<file path="src/include/fspr_defs.vh">
`ifndef FSPR_DEFS_VH
`define FSPR_DEFS_VH

// command opcodes
`define FSPR_OP_READ_STATUS 8'h05
`define FSPR_OP_READ_STATUS2 8'h07
`define FSPR_OP_ENABLE_NV 8'h06
`define FSPR_OP_ENABLE_VOL 8'h50
`define FSPR_OP_DISABLE 8'h04
`define FSPR_OP_WRITE_REGS 8'h01
`define FSPR_OP_WRITE_ANY 8'h71
`define FSPR_OP_READ_ANY 8'h65
`define FSPR_OP_CLEAR 8'h30
`define FSPR_OP_SUSPEND 8'h75
`define FSPR_OP_RESET_EN 8'h66
`define FSPR_OP_RESET 8'h99
`define FSPR_OP_PROGRAM 8'h02
`define FSPR_OP_ERASE_SECTOR 8'h20
`define FSPR_OP_ERASE_HALF 8'h52
`define FSPR_OP_ERASE_BLOCK 8'hd8
`define FSPR_OP_ERASE_CHIP 8'h60
`define FSPR_OP_ERASE_CHIP2 8'hc7

// status byte field positions
`define FSPR_BIT_PROT_EN 7
`define FSPR_BIT_SECTOR 6
`define FSPR_BIT_BOTTOM 5
`define FSPR_BP_HI 4
`define FSPR_BP_LO 2
`define FSPR_BIT_LATCH 1
`define FSPR_BIT_BUSY 0
`define FSPR_BIT_ERASE_ERR 6
`define FSPR_BIT_PROG_ERR 5

// register address seen by read-any / write-any
`define FSPR_ADDR_STATUS1 24'h000000

// fixed defaults of the latch and busy bits
`define FSPR_LATCH_DEFAULT 1'b0
`define FSPR_BUSY_DEFAULT 1'b0

// register write duration: 200 ns at 250 MHz, in clocks
`define FSPR_REG_WRITE_CYCLES 16'h0032

`endif

</file>
<file path="src/rtl/fspr_sync.v">
`timescale 1ns/1ps
`default_nettype none

module fspr_sync #(
  parameter WIDTH = 1,
  parameter [WIDTH-1:0] RESET_VAL = {WIDTH{1'b0}}
) (
  // clock and reset
  input wire clk_in,
  input wire reset_in,
  // pins
  input wire [WIDTH-1:0] async_in,
  output reg [WIDTH-1:0] sync_out
);

  // first stage feeds only the second
  reg [WIDTH-1:0] stage_reg;

  always @(posedge clk_in) begin
    if (reset_in) begin
      stage_reg <= RESET_VAL;
      sync_out <= RESET_VAL;
    end else begin
      stage_reg <= async_in;
      sync_out <= stage_reg;
    end
  end

endmodule

`default_nettype wire

</file>
<file path="src/rtl/fspr_status.v">
// Functional notes
// [RULE1] Read-status-one command 05h returns the status byte.
// [RULE2] Protect enable set and write-protect low: status/config writes are ignored.
// [RULE3] Protect enable clear: no register protection regardless of write-protect pin.
// [RULE4] Write-protect pin affects only status and configuration register writes.
// [RULE5] Volatile protect enable follows every change of its non-volatile default; a register write in the same cycle overrides it.
// [RULE6] Quad command or quad io mode forces internal write-protect high.
// [RULE7] Bit 6 selects 64 KB blocks (0) or 4 KB sectors (1).
// [RULE8] Bit 5 selects protection from top (0) or from address zero (1).
// [RULE9] Volatile bottom bit follows every change of its non-volatile default; a register write in the same cycle overrides it.
// [RULE10] Bits 4 to 2 select the region where program and erase are refused.
// [RULE11] Protected region scales from one sixty-fourth up to the whole array.
// [RULE12] Program, register write or erase start only with the latch set.
// [RULE13] Non-volatile or volatile write-enable command sets the latch.
// [RULE14] Write-disable command clears the latch.
// [RULE15] Successful program, register write or erase clears the latch.
// [RULE16] Failed operation may leave the latch set; clear-status 30h clears it.
// [RULE17] Power-up, hardware or software reset load the latch from its default.
// [RULE18] Register writes leave latch and busy bits unchanged; both read-only.
// [RULE19] Busy bit is high during any embedded operation; new operations ignored.
// [RULE20] While busy only reads, suspend, clear-status and 66h/99h reset are taken.
// [RULE21] Suspend is accepted only while an array program or erase runs.
// [RULE22] Error flags update while busy; a set error keeps busy high.
// [RULE23] After an error only clear-status returns the device to standby; a 66h/99h software reset also does so here.
// [RULE24] Latch and busy defaults read 0 and cannot be written.
// [RULE25] Clear-status resets a set erase or program error flag.
// [RULE26] Status byte shifts out msb first, repeating while clocks continue.
`timescale 1ns/1ps
`default_nettype none
`include "fspr_defs.vh"

module fspr_status #(
  parameter [15:0] REG_WRITE_CYCLES = `FSPR_REG_WRITE_CYCLES
) (
  // clock and reset
  input wire clk_in,
  input wire reset_in,
  // serial link pins
  input wire sclk_in,
  input wire cs_n_in,
  input wire mosi_in,
  output reg miso_out,
  output wire miso_oe_out,
  input wire wp_n_in,
  // non-volatile defaults and interface modes
  input wire reg_protect_default_in,
  input wire sector_default_in,
  input wire bottom_protect_default_in,
  input wire [2:0] block_protect_default_in,
  input wire quad_command_mode_in,
  input wire quad_io_mode_in,
  // array engine
  output reg op_start_out,
  output reg op_erase_out,
  output reg suspend_out,
  output reg sw_reset_out,
  input wire op_done_in,
  input wire op_fail_in,
  // status view
  output wire [7:0] status_out,
  output wire hw_protected_out,
  output wire erase_error_out,
  output wire program_error_out,
  output wire protect_sectors_out,
  output wire protect_bottom_out,
  output reg [6:0] protect_64ths_out
);

  localparam [4:0] ST_OPCODE = 5'h01;
  localparam [4:0] ST_ADDR = 5'h02;
  localparam [4:0] ST_WDATA = 5'h04;
  localparam [4:0] ST_READ = 5'h08;
  localparam [4:0] ST_SKIP = 5'h10;

  // protected size in 64ths of the array
  function [6:0] fspr_region_64ths;
    input [2:0] bp;
    begin
      case (bp)
        3'h0: fspr_region_64ths = 7'h00;
        3'h1: fspr_region_64ths = 7'h01;
        3'h2: fspr_region_64ths = 7'h02;
        3'h3: fspr_region_64ths = 7'h04;
        3'h4: fspr_region_64ths = 7'h08;
        3'h5: fspr_region_64ths = 7'h10;
        3'h6: fspr_region_64ths = 7'h20;
        default: fspr_region_64ths = 7'h40;
      endcase
    end
  endfunction

  function fspr_is_erase;
    input [7:0] op;
    begin
      fspr_is_erase = (op == `FSPR_OP_ERASE_SECTOR) || (op == `FSPR_OP_ERASE_HALF) ||
        (op == `FSPR_OP_ERASE_BLOCK) || (op == `FSPR_OP_ERASE_CHIP) || (op == `FSPR_OP_ERASE_CHIP2);
    end
  endfunction

  function fspr_busy_allowed;
    input [7:0] op;
    begin
      fspr_busy_allowed = (op == `FSPR_OP_READ_STATUS) || (op == `FSPR_OP_READ_STATUS2) ||
        (op == `FSPR_OP_READ_ANY) || (op == `FSPR_OP_SUSPEND) || (op == `FSPR_OP_CLEAR) ||
        (op == `FSPR_OP_RESET_EN) || (op == `FSPR_OP_RESET);
    end
  endfunction

  wire [3:0] pins_sync;
  wire sclk_s;
  wire cs_n_s;
  wire mosi_s;
  wire wp_n_s;

  fspr_sync #(
    .WIDTH(4),
    .RESET_VAL(4'h5)
  ) u_pin_sync (
    .clk_in(clk_in),
    .reset_in(reset_in),
    .async_in({sclk_in, cs_n_in, mosi_in, wp_n_in}),
    .sync_out(pins_sync)
  );

  assign sclk_s = pins_sync[3];
  assign cs_n_s = pins_sync[2];
  assign mosi_s = pins_sync[1];
  assign wp_n_s = pins_sync[0];

  // link framing
  reg sclk_d_reg;
  reg cs_n_d_reg;
  reg [4:0] state_reg;
  reg [6:0] shift_reg;
  reg [2:0] bit_cnt_reg;
  reg [1:0] addr_cnt_reg;
  reg [7:0] opcode_reg;
  reg [23:0] addr_reg;
  reg [7:0] data_reg;
  reg data_ok_reg;
  reg [2:0] out_cnt_reg;
  reg [6:0] tx_reg;

  // status and control
  reg prot_en_reg;
  reg sector_reg;
  reg bottom_reg;
  reg [2:0] bp_reg;
  reg latch_reg;
  reg busy_reg;
  reg erase_err_reg;
  reg prog_err_reg;
  reg array_active_reg;
  reg reg_write_active_reg;
  reg [15:0] wr_cnt_reg;
  reg reset_armed_reg;
  reg prev_prot_default_reg;
  reg prev_bottom_default_reg;

  wire sclk_rise = sclk_s & ~sclk_d_reg;
  wire sclk_fall = ~sclk_s & sclk_d_reg;
  wire frame_on = ~cs_n_s;
  wire frame_end = cs_n_s & ~cs_n_d_reg;
  wire [7:0] rx_byte = {shift_reg, mosi_s};
  wire addr_hit = (addr_reg == `FSPR_ADDR_STATUS1);
  // a frame counts only with an opcode and no partial byte
  wire frame_valid = frame_end && (state_reg != ST_OPCODE) && (bit_cnt_reg == 3'h0);
  wire cmd_allowed = ~busy_reg | fspr_busy_allowed(opcode_reg); // [RULE19] [RULE20]

  // quad modes reuse the pin as data, so its level means nothing there
  wire wp_internal = wp_n_s | quad_command_mode_in | quad_io_mode_in; // [RULE6]
  wire hw_protected = prot_en_reg & ~wp_internal; // [RULE2] [RULE3]

  wire is_reg_write = (opcode_reg == `FSPR_OP_WRITE_REGS) ||
    ((opcode_reg == `FSPR_OP_WRITE_ANY) && addr_hit);
  // the pin only gates writes aimed at this register
  wire reg_write_ok = is_reg_write & data_ok_reg & ~hw_protected; // [RULE4]
  wire array_op = (opcode_reg == `FSPR_OP_PROGRAM) || fspr_is_erase(opcode_reg);

  assign status_out = {prot_en_reg, sector_reg, bottom_reg, bp_reg, latch_reg, busy_reg};
  assign hw_protected_out = hw_protected;
  assign erase_error_out = erase_err_reg;
  assign program_error_out = prog_err_reg;
  assign protect_sectors_out = sector_reg; // [RULE7]
  assign protect_bottom_out = bottom_reg; // [RULE8]
  assign miso_oe_out = frame_on & (state_reg == ST_READ);

  reg [7:0] read_value;

  always @* begin
    case (opcode_reg)
      `FSPR_OP_READ_STATUS: read_value = status_out; // [RULE1]
      `FSPR_OP_READ_STATUS2: read_value = {1'b0, erase_err_reg, prog_err_reg, 5'h00};
      `FSPR_OP_READ_ANY: read_value = addr_hit ? status_out : 8'h00;
      default: read_value = 8'h00;
    endcase
  end

  // serial framing: sample on rising sclk, drive on falling sclk
  always @(posedge clk_in) begin
    if (reset_in) begin
      // matches the idle-low synced sclk, so no false edge after reset
      sclk_d_reg <= 1'b0;
      cs_n_d_reg <= 1'b1;
      state_reg <= ST_OPCODE;
      shift_reg <= 7'h00;
      bit_cnt_reg <= 3'h0;
      addr_cnt_reg <= 2'h0;
      opcode_reg <= 8'h00;
      addr_reg <= 24'h000000;
      data_reg <= 8'h00;
      data_ok_reg <= 1'b0;
      out_cnt_reg <= 3'h0;
      tx_reg <= 7'h00;
      miso_out <= 1'b0;
    end else begin
      sclk_d_reg <= sclk_s;
      cs_n_d_reg <= cs_n_s;
      if (~frame_on) begin
        state_reg <= ST_OPCODE;
        bit_cnt_reg <= 3'h0;
        addr_cnt_reg <= 2'h0;
        data_ok_reg <= 1'b0;
        out_cnt_reg <= 3'h0;
        miso_out <= 1'b0;
      end else if (sclk_rise) begin
        bit_cnt_reg <= bit_cnt_reg + 3'h1;
        shift_reg <= rx_byte[6:0];
        if (bit_cnt_reg == 3'h7) begin
          case (state_reg)
            ST_OPCODE: begin
              opcode_reg <= rx_byte;
              if (rx_byte == `FSPR_OP_READ_STATUS || rx_byte == `FSPR_OP_READ_STATUS2) begin
                state_reg <= ST_READ;
              end else if (rx_byte == `FSPR_OP_READ_ANY || rx_byte == `FSPR_OP_WRITE_ANY) begin
                state_reg <= ST_ADDR;
              end else if (rx_byte == `FSPR_OP_WRITE_REGS) begin
                state_reg <= ST_WDATA;
              end else begin
                state_reg <= ST_SKIP;
              end
            end
            ST_ADDR: begin
              addr_reg <= {addr_reg[15:0], rx_byte};
              addr_cnt_reg <= addr_cnt_reg + 2'h1;
              if (addr_cnt_reg == 2'h2) begin
                state_reg <= (opcode_reg == `FSPR_OP_READ_ANY) ? ST_READ : ST_WDATA;
              end
            end
            ST_WDATA: begin
              // further bytes belong to other registers
              data_reg <= rx_byte;
              data_ok_reg <= 1'b1;
              state_reg <= ST_SKIP;
            end
            ST_READ: begin
              state_reg <= ST_READ;
            end
            ST_SKIP: begin
              state_reg <= ST_SKIP;
            end
            default: begin
              state_reg <= ST_SKIP;
            end
          endcase
        end
      end else if (sclk_fall && state_reg == ST_READ) begin
        // byte is re-sampled at each boundary so busy changes show
        out_cnt_reg <= out_cnt_reg + 3'h1;
        if (out_cnt_reg == 3'h0) begin
          miso_out <= read_value[7]; // [RULE26]
          tx_reg <= read_value[6:0];
        end else begin
          miso_out <= tx_reg[6]; // [RULE26]
          tx_reg <= {tx_reg[5:0], 1'b0};
        end
      end
    end
  end

  task fspr_load_defaults;
    begin
      prot_en_reg <= reg_protect_default_in;
      sector_reg <= sector_default_in;
      bottom_reg <= bottom_protect_default_in;
      bp_reg <= block_protect_default_in;
      latch_reg <= `FSPR_LATCH_DEFAULT; // [RULE17] [RULE24]
      busy_reg <= `FSPR_BUSY_DEFAULT; // [RULE24]
      erase_err_reg <= 1'b0;
      prog_err_reg <= 1'b0;
      array_active_reg <= 1'b0;
      reg_write_active_reg <= 1'b0;
      wr_cnt_reg <= 16'h0000;
    end
  endtask

  // status bits; later assignments win, so sets follow clears
  always @(posedge clk_in) begin
    op_start_out <= 1'b0;
    suspend_out <= 1'b0;
    sw_reset_out <= 1'b0;
    if (reset_in) begin
      fspr_load_defaults;
      op_erase_out <= 1'b0;
      reset_armed_reg <= 1'b0;
      prev_prot_default_reg <= 1'b0;
      prev_bottom_default_reg <= 1'b0;
      protect_64ths_out <= 7'h00;
    end else begin
      protect_64ths_out <= fspr_region_64ths(bp_reg); // [RULE10] [RULE11]
      prev_prot_default_reg <= reg_protect_default_in;
      prev_bottom_default_reg <= bottom_protect_default_in;
      if (reg_protect_default_in != prev_prot_default_reg) begin
        prot_en_reg <= reg_protect_default_in; // [RULE5]
      end
      if (bottom_protect_default_in != prev_bottom_default_reg) begin
        bottom_reg <= bottom_protect_default_in; // [RULE9]
      end

      // completion of register write
      if (reg_write_active_reg) begin
        if (wr_cnt_reg == 16'h0001) begin
          reg_write_active_reg <= 1'b0;
          busy_reg <= 1'b0;
          latch_reg <= 1'b0; // [RULE15]
        end else begin
          wr_cnt_reg <= wr_cnt_reg - 16'h0001;
        end
      end

      // completion of array operation; on failure latch and busy stay
      if (array_active_reg && op_done_in) begin
        array_active_reg <= 1'b0;
        if (~op_fail_in) begin
          busy_reg <= 1'b0;
          latch_reg <= 1'b0; // [RULE15]
        end
      end

      if (frame_end && state_reg != ST_OPCODE) begin
        reset_armed_reg <= frame_valid && (opcode_reg == `FSPR_OP_RESET_EN);
      end

      if (frame_valid && cmd_allowed) begin
        case (opcode_reg)
          `FSPR_OP_ENABLE_NV, `FSPR_OP_ENABLE_VOL: begin
            latch_reg <= 1'b1; // [RULE13]
          end
          `FSPR_OP_DISABLE: begin
            latch_reg <= 1'b0; // [RULE14]
          end
          `FSPR_OP_CLEAR: begin
            latch_reg <= 1'b0; // [RULE16]
            erase_err_reg <= 1'b0; // [RULE25]
            prog_err_reg <= 1'b0; // [RULE25]
            if ((erase_err_reg | prog_err_reg) && ~array_active_reg && ~reg_write_active_reg) begin
              busy_reg <= 1'b0; // [RULE23]
            end
          end
          `FSPR_OP_SUSPEND: begin
            if (array_active_reg) begin
              suspend_out <= 1'b1; // [RULE21]
            end
          end
          `FSPR_OP_RESET: begin
            if (reset_armed_reg) begin
              fspr_load_defaults; // [RULE17]
              sw_reset_out <= 1'b1;
            end
          end
          default: begin
            // write data never reaches latch or busy
            if (is_reg_write && latch_reg && reg_write_ok) begin // [RULE12] [RULE2]
              prot_en_reg <= data_reg[`FSPR_BIT_PROT_EN]; // [RULE18]
              sector_reg <= data_reg[`FSPR_BIT_SECTOR];
              bottom_reg <= data_reg[`FSPR_BIT_BOTTOM];
              bp_reg <= data_reg[`FSPR_BP_HI:`FSPR_BP_LO];
              busy_reg <= 1'b1; // [RULE19]
              reg_write_active_reg <= 1'b1;
              wr_cnt_reg <= REG_WRITE_CYCLES;
            end else if (array_op && latch_reg) begin // [RULE12]
              op_start_out <= 1'b1;
              op_erase_out <= fspr_is_erase(opcode_reg);
              busy_reg <= 1'b1; // [RULE19]
              array_active_reg <= 1'b1;
            end
          end
        endcase
      end

      // error set wins over a clear in the same cycle
      if (array_active_reg && op_done_in && op_fail_in) begin
        if (op_erase_out) begin
          erase_err_reg <= 1'b1; // [RULE22]
        end else begin
          prog_err_reg <= 1'b1; // [RULE22]
        end
        busy_reg <= 1'b1; // [RULE22]
      end
    end
  end

endmodule

`default_nettype wire

</file>
<file path="config.mk">
export PLATFORM = sky130hd
export DESIGN_NAME = fspr_status
export DESIGN_NICKNAME = d
export VERILOG_FILES = /design/src/rtl/fspr_sync.v /design/src/rtl/fspr_status.v
export VERILOG_INCLUDE_DIRS = /design/src /design/src/include
export SDC_FILE = /design/constraint.sdc
export NUM_CORES = 1
export LEC_CHECK = 0
export BUFFER_PORTS_ARGS = -buffer_cell sky130_fd_sc_hd__buf_2
export CORE_MARGIN = 2
export CORE_UTILIZATION = 45
export CTS_BUF_LIST = sky130_fd_sc_hd__clkbuf_16
export CTS_CLUSTER_SIZE = 14
export DETAILED_ROUTE_END_ITERATION = 7
export HOLD_SLACK_MARGIN = 0.03
export PLACE_DENSITY = 0.72
export SLEW_MARGIN = 25
export SYNTH_ARGS = -nofsm -noshare
export SYNTH_HDL_FRONTEND = slang
export SYNTH_HIERARCHICAL = 1
export SYNTH_SLANG_ARGS = --single-unit
</file>
<file path="constraint.sdc">
create_clock -name clk_in -period 2.3 [get_ports clk_in]
set_clock_uncertainty 0.2 [all_clocks]
set_input_delay 0.345 -clock clk_in [delete_from_list [all_inputs] [get_ports clk_in]]
set_output_delay 0.345 -clock clk_in [all_outputs]
set_load 0.05 [all_outputs]
</file>
==> reports/results.ini, run 1 <==
[logic_synthesis]
ys_ff_latch=119
synth.avg_cell_area_um2=8.67
synth_warnings=6
synth_edf_count=4
syn_area_mm2=0.00518
ys_top_cells_by_area=dfxtp_1 44%, nor2_1 5.8%, nand2_1 5.2%
netlist_instances=597
synth.distinct_cells=61
async_reset_ff_frac=0
synth_top_area_frac=0.445
syn_nets=621
ys_seq_area_frac=0.468
synth_top_cell_by_area=dfxtp_1
synth_ff_type=dfxtp_1

[min_path]
hold_path.class=in2reg

[floorplan]
ios=42
coreArea_mm2=0.0113
rows=39
fp.dieH_um=111
start_util=0.457
die_x_um=111
die_area_mm2=0.0124

[placement]
dp.final_hpwl_um=8720
io_buffer_count=41
place_congestion=0.918

[clock_network]
numCtsBuffers=17
clockBufferDepth=2
h-tree-depth=4
cts_root_buf=clkbuf_16
clk_pin_slew_ns=0.05
cts_tree=built
clk_latency_ns=0.42
clock_sinks=119

[timing]
rsz0062_at_grt=true
max_freq_mhz=425
finalCritPeriodShare=1.02
final-setup-viol-count=17
drv_slew=0
tightest_slew_ns=0.548
period_needed_ns=2.35
tns_ns=-0.348
max_slew_margin=0.635
worst_slack_ns=-0.0507
hold_violations=0

[power_and_ir_drop]
power.leakage_nw=2.72
p_per_area_mw_per_mm2=750
p_total_mw=5.22
peakVddDrop_mv=0.714

[drt]
via_per_inst=5.48
drtPass1Iterations=5
wl_met1_um=5720
drt-wirelength-per-cell_um=15.4
met2WireLength_um=6300
drc_errors=0
drt_iter0_drc=325
wl_um=13100
vias=4677
met3_length_um=908
ant_nets=0
routed.top_layer=met4

[run_status]
status=finished with violations
violations=negative setup slack

[job]
maxCapViolations=0

[worst_setup_path]
required_ns=2.44
start_kind=flop
end_kind=flop
worstSetupPathType=reg2reg
crit_fanout=6
cp_data_arrival_time_ns=2.49

[layout]
multi_input_area_mm2=0.00281
drive_gt1_frac=0.283
n_antenna_cell=0
synthToLayoutAreaGrowth_pct=34.4
fin_nets=721
largest_reg_flops=24
regArea_mm2=0.00243
fill_cells=907

[global_routing]
grt_pass1_vias=4456
grt_pass1_wl_um=21300
track_usage=0.213
grt_antenna_before_repair=0
overflow=0
grt_start_max_net_pins=29

## stage by stage
step	utilization	setup WS, ns	cell area (µm²)	instances	hold WS [ns]
finish	0.615	-0.0507	6960	853	0.0452
global route	0.615	-0.152	6960	853	0.0387
CTS	0.601	-0.0688	6810	851	0.0318
detailed placement	0.522	-0.194	5910	806	0.195
global placement	0.522	-0.136	5910	806	0.188
floorplan	-	-0.0283	5200	597	0.183
## where the power goes
group / switching, mW / internal (mW)
clock: 0.938 / 1.97
combinational: 0.125 / 0.0705
sequential: 0.0191 / 2.10
total: 1.08 / 4.14
## path summary, 6_finish.rpt
| kind | startpoint | to | slack, ns | cells past startpoint |
|---|---|---|---|---|
| hold / removal | op_fail_in | erase_error_out | 0.05 | 3 |
| setup reg to reg | opcode_reg[5] | prot_en_reg | -0.05 | 6 |
| setup / recovery | opcode_reg[5] | prot_en_reg | -0.05 | 6 |
| hold reg to reg | u_pin_sync/stage_reg[0] | u_pin_sync/sync_out[0] | 0.21 | 1 |
## cell families (layout without fill, tap and decap cells)
| kind of cell | Yosys count | after routing | share of synthesized area |
|---|---|---|---|
| adders and majority gates | 8 | 8 | 0.0193 |
| xor gates and xnor gates | 21 | 21 | 0.0355 |
| AOI/OAI and AO/OA | 95 | 95 | 0.118 |
| DFF | 119 | 119 | 0.468 |
| muxes | 27 | 27 | 0.0532 |
| buffers and inverters | 50 | 163 | 0.0411 |
| and+or+nand+nor | 277 | 277 | 0.265 |
## cell type report
type | count | area share
Sequential cell | 119 | 0.349
Tap cell | 143 | 0.0257
Clock buffer | 18 | 0.0647
Inverter | 16 | 0.00863
Multi-Input combinational cell | 428 | 0.404
Timing Repair Buffer | 115 | 0.119
Clock inverter | 14 | 0.0293
## synthesized netlist by cell type (5+ instances only)
master and n:
clkbuf_1 22, a22oi_1 6, a211oi_1 7, nand3b_1 6, nand2b_1 18, nor2b_1 10
nand3_1 16, inv_1 16, a21oi_1 41, nor2_1 80, mux2i_1 23, buf_4 5
ha_1 8, xor2_1 9, xnor2_1 12, o21ai_0 11, nand2_1 72, or3_1 11
dfxtp_1 115, nor4_1 18, nor3_1 20
## critical path, stage by stage, from the launching register on
cell	delay, ns
dfxtp_2	0.33
or4_4	0.56
nor2_4	0.11
nor2_2	0.05
a311o_2	0.43
or3b_4	0.43
o211ai_1	0.18
## routing by layer
layer,GRT usage,vias to the layer above
li1,-,2268
met1,0.270,2243
met2,0.342,149
met3,0.0651,17
met4,0.0782,0
met5,0,-
## cells in the final DEF (no fill, tap or decap), types with 11 or more instances in the layout
master / instances
xnor2_1: 11
o21ai_0: 11
clkbuf_16: 18
nor2_1: 71
nor3_1: 18
buf_4: 62
mux2i_1: 23
nand3_1: 16
nand2b_1: 16
a21oi_1: 39
nand2_1: 72
dfxtp_1: 110
nor4_1: 14
inv_1: 16
buf_2: 40
## what timing repair did
item	in CTS	in global routing
pin swaps	20	14
resized for setup	29	28
endpoints found under the setup margin	33	42
buffers inserted	5	2
hold endpoints to repair	10	0
hold buffers	8	0
gates cloned	0	0
Power figures use the tool's default switching activity.
==> run 2: changes to the inputs <==
--- a/config.mk
+++ b/config.mk
@@ -17,5 +17,4 @@
 export SLEW_MARGIN = 25
 export SYNTH_ARGS = -nofsm -noshare
 export SYNTH_HDL_FRONTEND = slang
-export SYNTH_HIERARCHICAL = 1
 export SYNTH_SLANG_ARGS = --single-unit
==> run 2 against run 1 <==
Effect of this change: the flow still finishes with violations (negative setup slack); combinational power fell by 3%; routed wire length rose by 2.6%; via count fell by 0.15%; critical endpoint unchanged; largest power group unchanged.
==> reports/results.ini, run 2 <==
[logic_synthesis]
synth-compound-area-share=0.116
yosys-top-cells-count=115 x dfxtp_1, 86 x nor2_1, 85 x nand2_1, 33 x a21oi_1
synth_edf_count=4
synth_top_cell_by_area=dfxtp_1
ys_top_cells_by_area=dfxtp_1 44%, nor2_1 6.1%, nand2_1 6.1%
ys_seq_area_frac=0.461
netlist_instances=606
synth_top_area_frac=0.438
yosysMostFrequentCell=dfxtp_1
synth.avg_cell_area_um2=8.67
syn_area_mm2=0.00525
synth_xor_area_frac=0.0317
syn_nets=630
synth.distinct_cells=70
synth_top_family_by_area=simple AND/OR/NAND/NOR gates
ys_ff_latch=119
async_reset_ff_frac=0
synth_warnings=0
synth_ff_type=dfxtp_1
synth_adder_area_share=0.0229
yosys.area_share.simple=0.267
muxShareOfSynthArea=0.0505

[global_routing]
grt-busiest-layer=met2
overflow=0
track_usage=0.219
grtUsageMet3=0.0508
grt_pass1_vias=4611
grt_antenna_before_repair=0
gr-usage-met2=0.349
met1_usage=0.272
grt_start_max_net_pins=53
grt_pass1_wl_um=21800

[run_status]
status=finished with violations
violations=negative setup slack

[worst_setup_path]
cp_slowest_cell=or4_4
reg2reg_from=opcode_reg[6]
crit_path_max_incr_delay_ns=0.52
worst-path-buf-inv=0
rrSetupSlack_ns=-0.09
start_kind=flop
cp_data_arrival_time_ns=2.53
crit_fanout=7
reg2reg_depth=6
r2r_end=prot_en_reg
path_cells=or2_4, o41ai_4, a21oi_2, or4_4, or3_4, o221ai_2
end_kind=flop
required_ns=2.44
critical-path-top-delay-family=simple AND/OR/NAND/NOR gates
worstSetupPathType=reg2reg

[floorplan]
start_util=0.460
fp.dieH_um=112
die_x_um=112
rows=39
die_area_mm2=0.0126
coreArea_mm2=0.0114
ios=42

[drt]
drc_errors=0
drt-wirelength-per-cell_um=15.8
wl_um=13400
drt_iter0_drc=375
ant_nets=0
vias=4670
drtPass1Iterations=4
via_per_inst=5.49

[clock_network]
cts_tree=built
h-tree-depth=4
clockBufferDepth=2
cts_root_buf=clkbuf_16
numCtsBuffers=17
clock_sinks=119
clk_pin_slew_ns=0.05
clk_latency_ns=0.42

[timing]
hold_violations=0
worst_slack_ns=-0.0857
period_needed_ns=2.39
max_freq_mhz=419
drv_slew=0
final-setup-viol-count=17
rsz0062_at_grt=true
finalCritPeriodShare=1.04
tightest_slew_ns=0.536
max_slew_margin=0.643
tns_ns=-0.477

[placement]
place_congestion=0.930
io_buffer_count=41
place_area_mm2=0.00588
dp.final_hpwl_um=9570
place_inst=803

[layout]
drive_gt1_frac=0.251
fin_nets=721
postLayoutCellArea_mm2=0.00673
synthToLayoutAreaGrowth_pct=28.1
fin_cells=851
n_antenna_cell=0
largest_reg_flops=24
final_cell_mix=106 x dfxtp_1, 85 x nor2_1, 84 x nand2_1
mostFrequentLayoutCell=dfxtp_1

[power_and_ir_drop]
p_per_area_mw_per_mm2=679
peakVddDrop_mv=0.677
p_total_mw=4.57
power.leakage_nw=2.71

[job]
maxCapViolations=0

[min_path]
min_to=protect_sectors_out
worstHoldStart=sector_default_in
hold_path.class=in2reg
whs_path_depth=2

==> run 2: cell types whose count changed after synthesis, moves of 4 or more <==
| cell | previous run | this run |
|---|---|---|
| nand2_1 | 72 | 85 |
| nand2b_1 | 18 | 8 |
| a21oi_1 | 41 | 33 |
| nand3_1 | 16 | 9 |
| inv_1 | 16 | 22 |
| nor2_1 | 80 | 86 |
| nor4b_1 | 1 | 6 |
| or2_2 | 1 | 6 |
| o21ai_0 | 11 | 7 |
| or2_1 | 4 | 0 |
| xor2_1 | 9 | 5 |
==> run 2: repair_timing <==
item                       CTS  global route
hold buffers                10             0
pin swaps                    2             7
setup endpoints to repair   13            34
hold endpoints to repair    11             0
buffers inserted             2             5
resized for setup           12            29
gates cloned                 0             1
==> run 2: logic make-up after synthesis <==
| kind of cell | Yosys count |
|---|---|
| AND/OR/NAND/NOR | 285 |
| flip-flops | 119 |
| AO/OA/AOI/OAI | 88 |
| buffers and inverters | 59 |
| multiplexers | 26 |
| XOR/XNOR | 19 |
| adder cells (fa/ha/maj) | 10 |
==> run 2: worst max path at each step <==
stage | from | depth (start not counted) | slack, ns | end
finish | opcode_reg[6] | 6 | -0.09 | prot_en_reg
global route | opcode_reg[6] | 6 | -0.16 | prot_en_reg
CTS | opcode_reg[6] | 6 | -0.06 | prot_en_reg
detailed placement | bit_cnt_reg[1] | 7 | -0.12 | prot_en_reg
global placement | bit_cnt_reg[1] | 7 | -0.07 | prot_en_reg
floorplan | bit_cnt_reg[0] | 7 | -0.05 | prot_en_reg
==> run 2: area by class of cell <==
type / instances / area (µm²)
clock buffers: 17 / 425
clock inverters: 13 / 78.8
fillers: 972 / 4690
inverters: 22 / 82.6
multi-input cells: 428 / 2740
flip-flops and latches: 119 / 2440
well taps: 143 / 179
repair buffers: 109 / 782
==> run 2: layer usage <==
layer  wire length, µm  up-vias
met5                 0        -
met4               453        0
met3               561       35
met2              6330      130
met1              6090     2221
li1                  -     2284
==> run 2: where the power goes <==
| part | total, mW | internal, mW | switching, mW | leakage, nW |
|---|---|---|---|---|
| Clock | 2.27 | 1.42 | 0.848 | 0.268 |
| Sequential | 2.11 | 2.10 | 0.0168 | 0.976 |
| Combinational | 0.189 | 0.0688 | 0.121 | 1.46 |
| Total | 4.57 | 3.59 | 0.986 | 2.71 |
==> run 2: through the flow <==
stage | worst slack [ns] | hold WS (ns) | util
2_1_floorplan | -0.0467 | 0.189 | -
3_3_place_gp | -0.0673 | 0.196 | 0.515
3_5_place_dp | -0.122 | 0.203 | 0.515
4_1_cts | -0.0593 | 0.0542 | 0.573
5_1_grt | -0.162 | 0.0757 | 0.589
6_report | -0.0857 | 0.0733 | 0.589
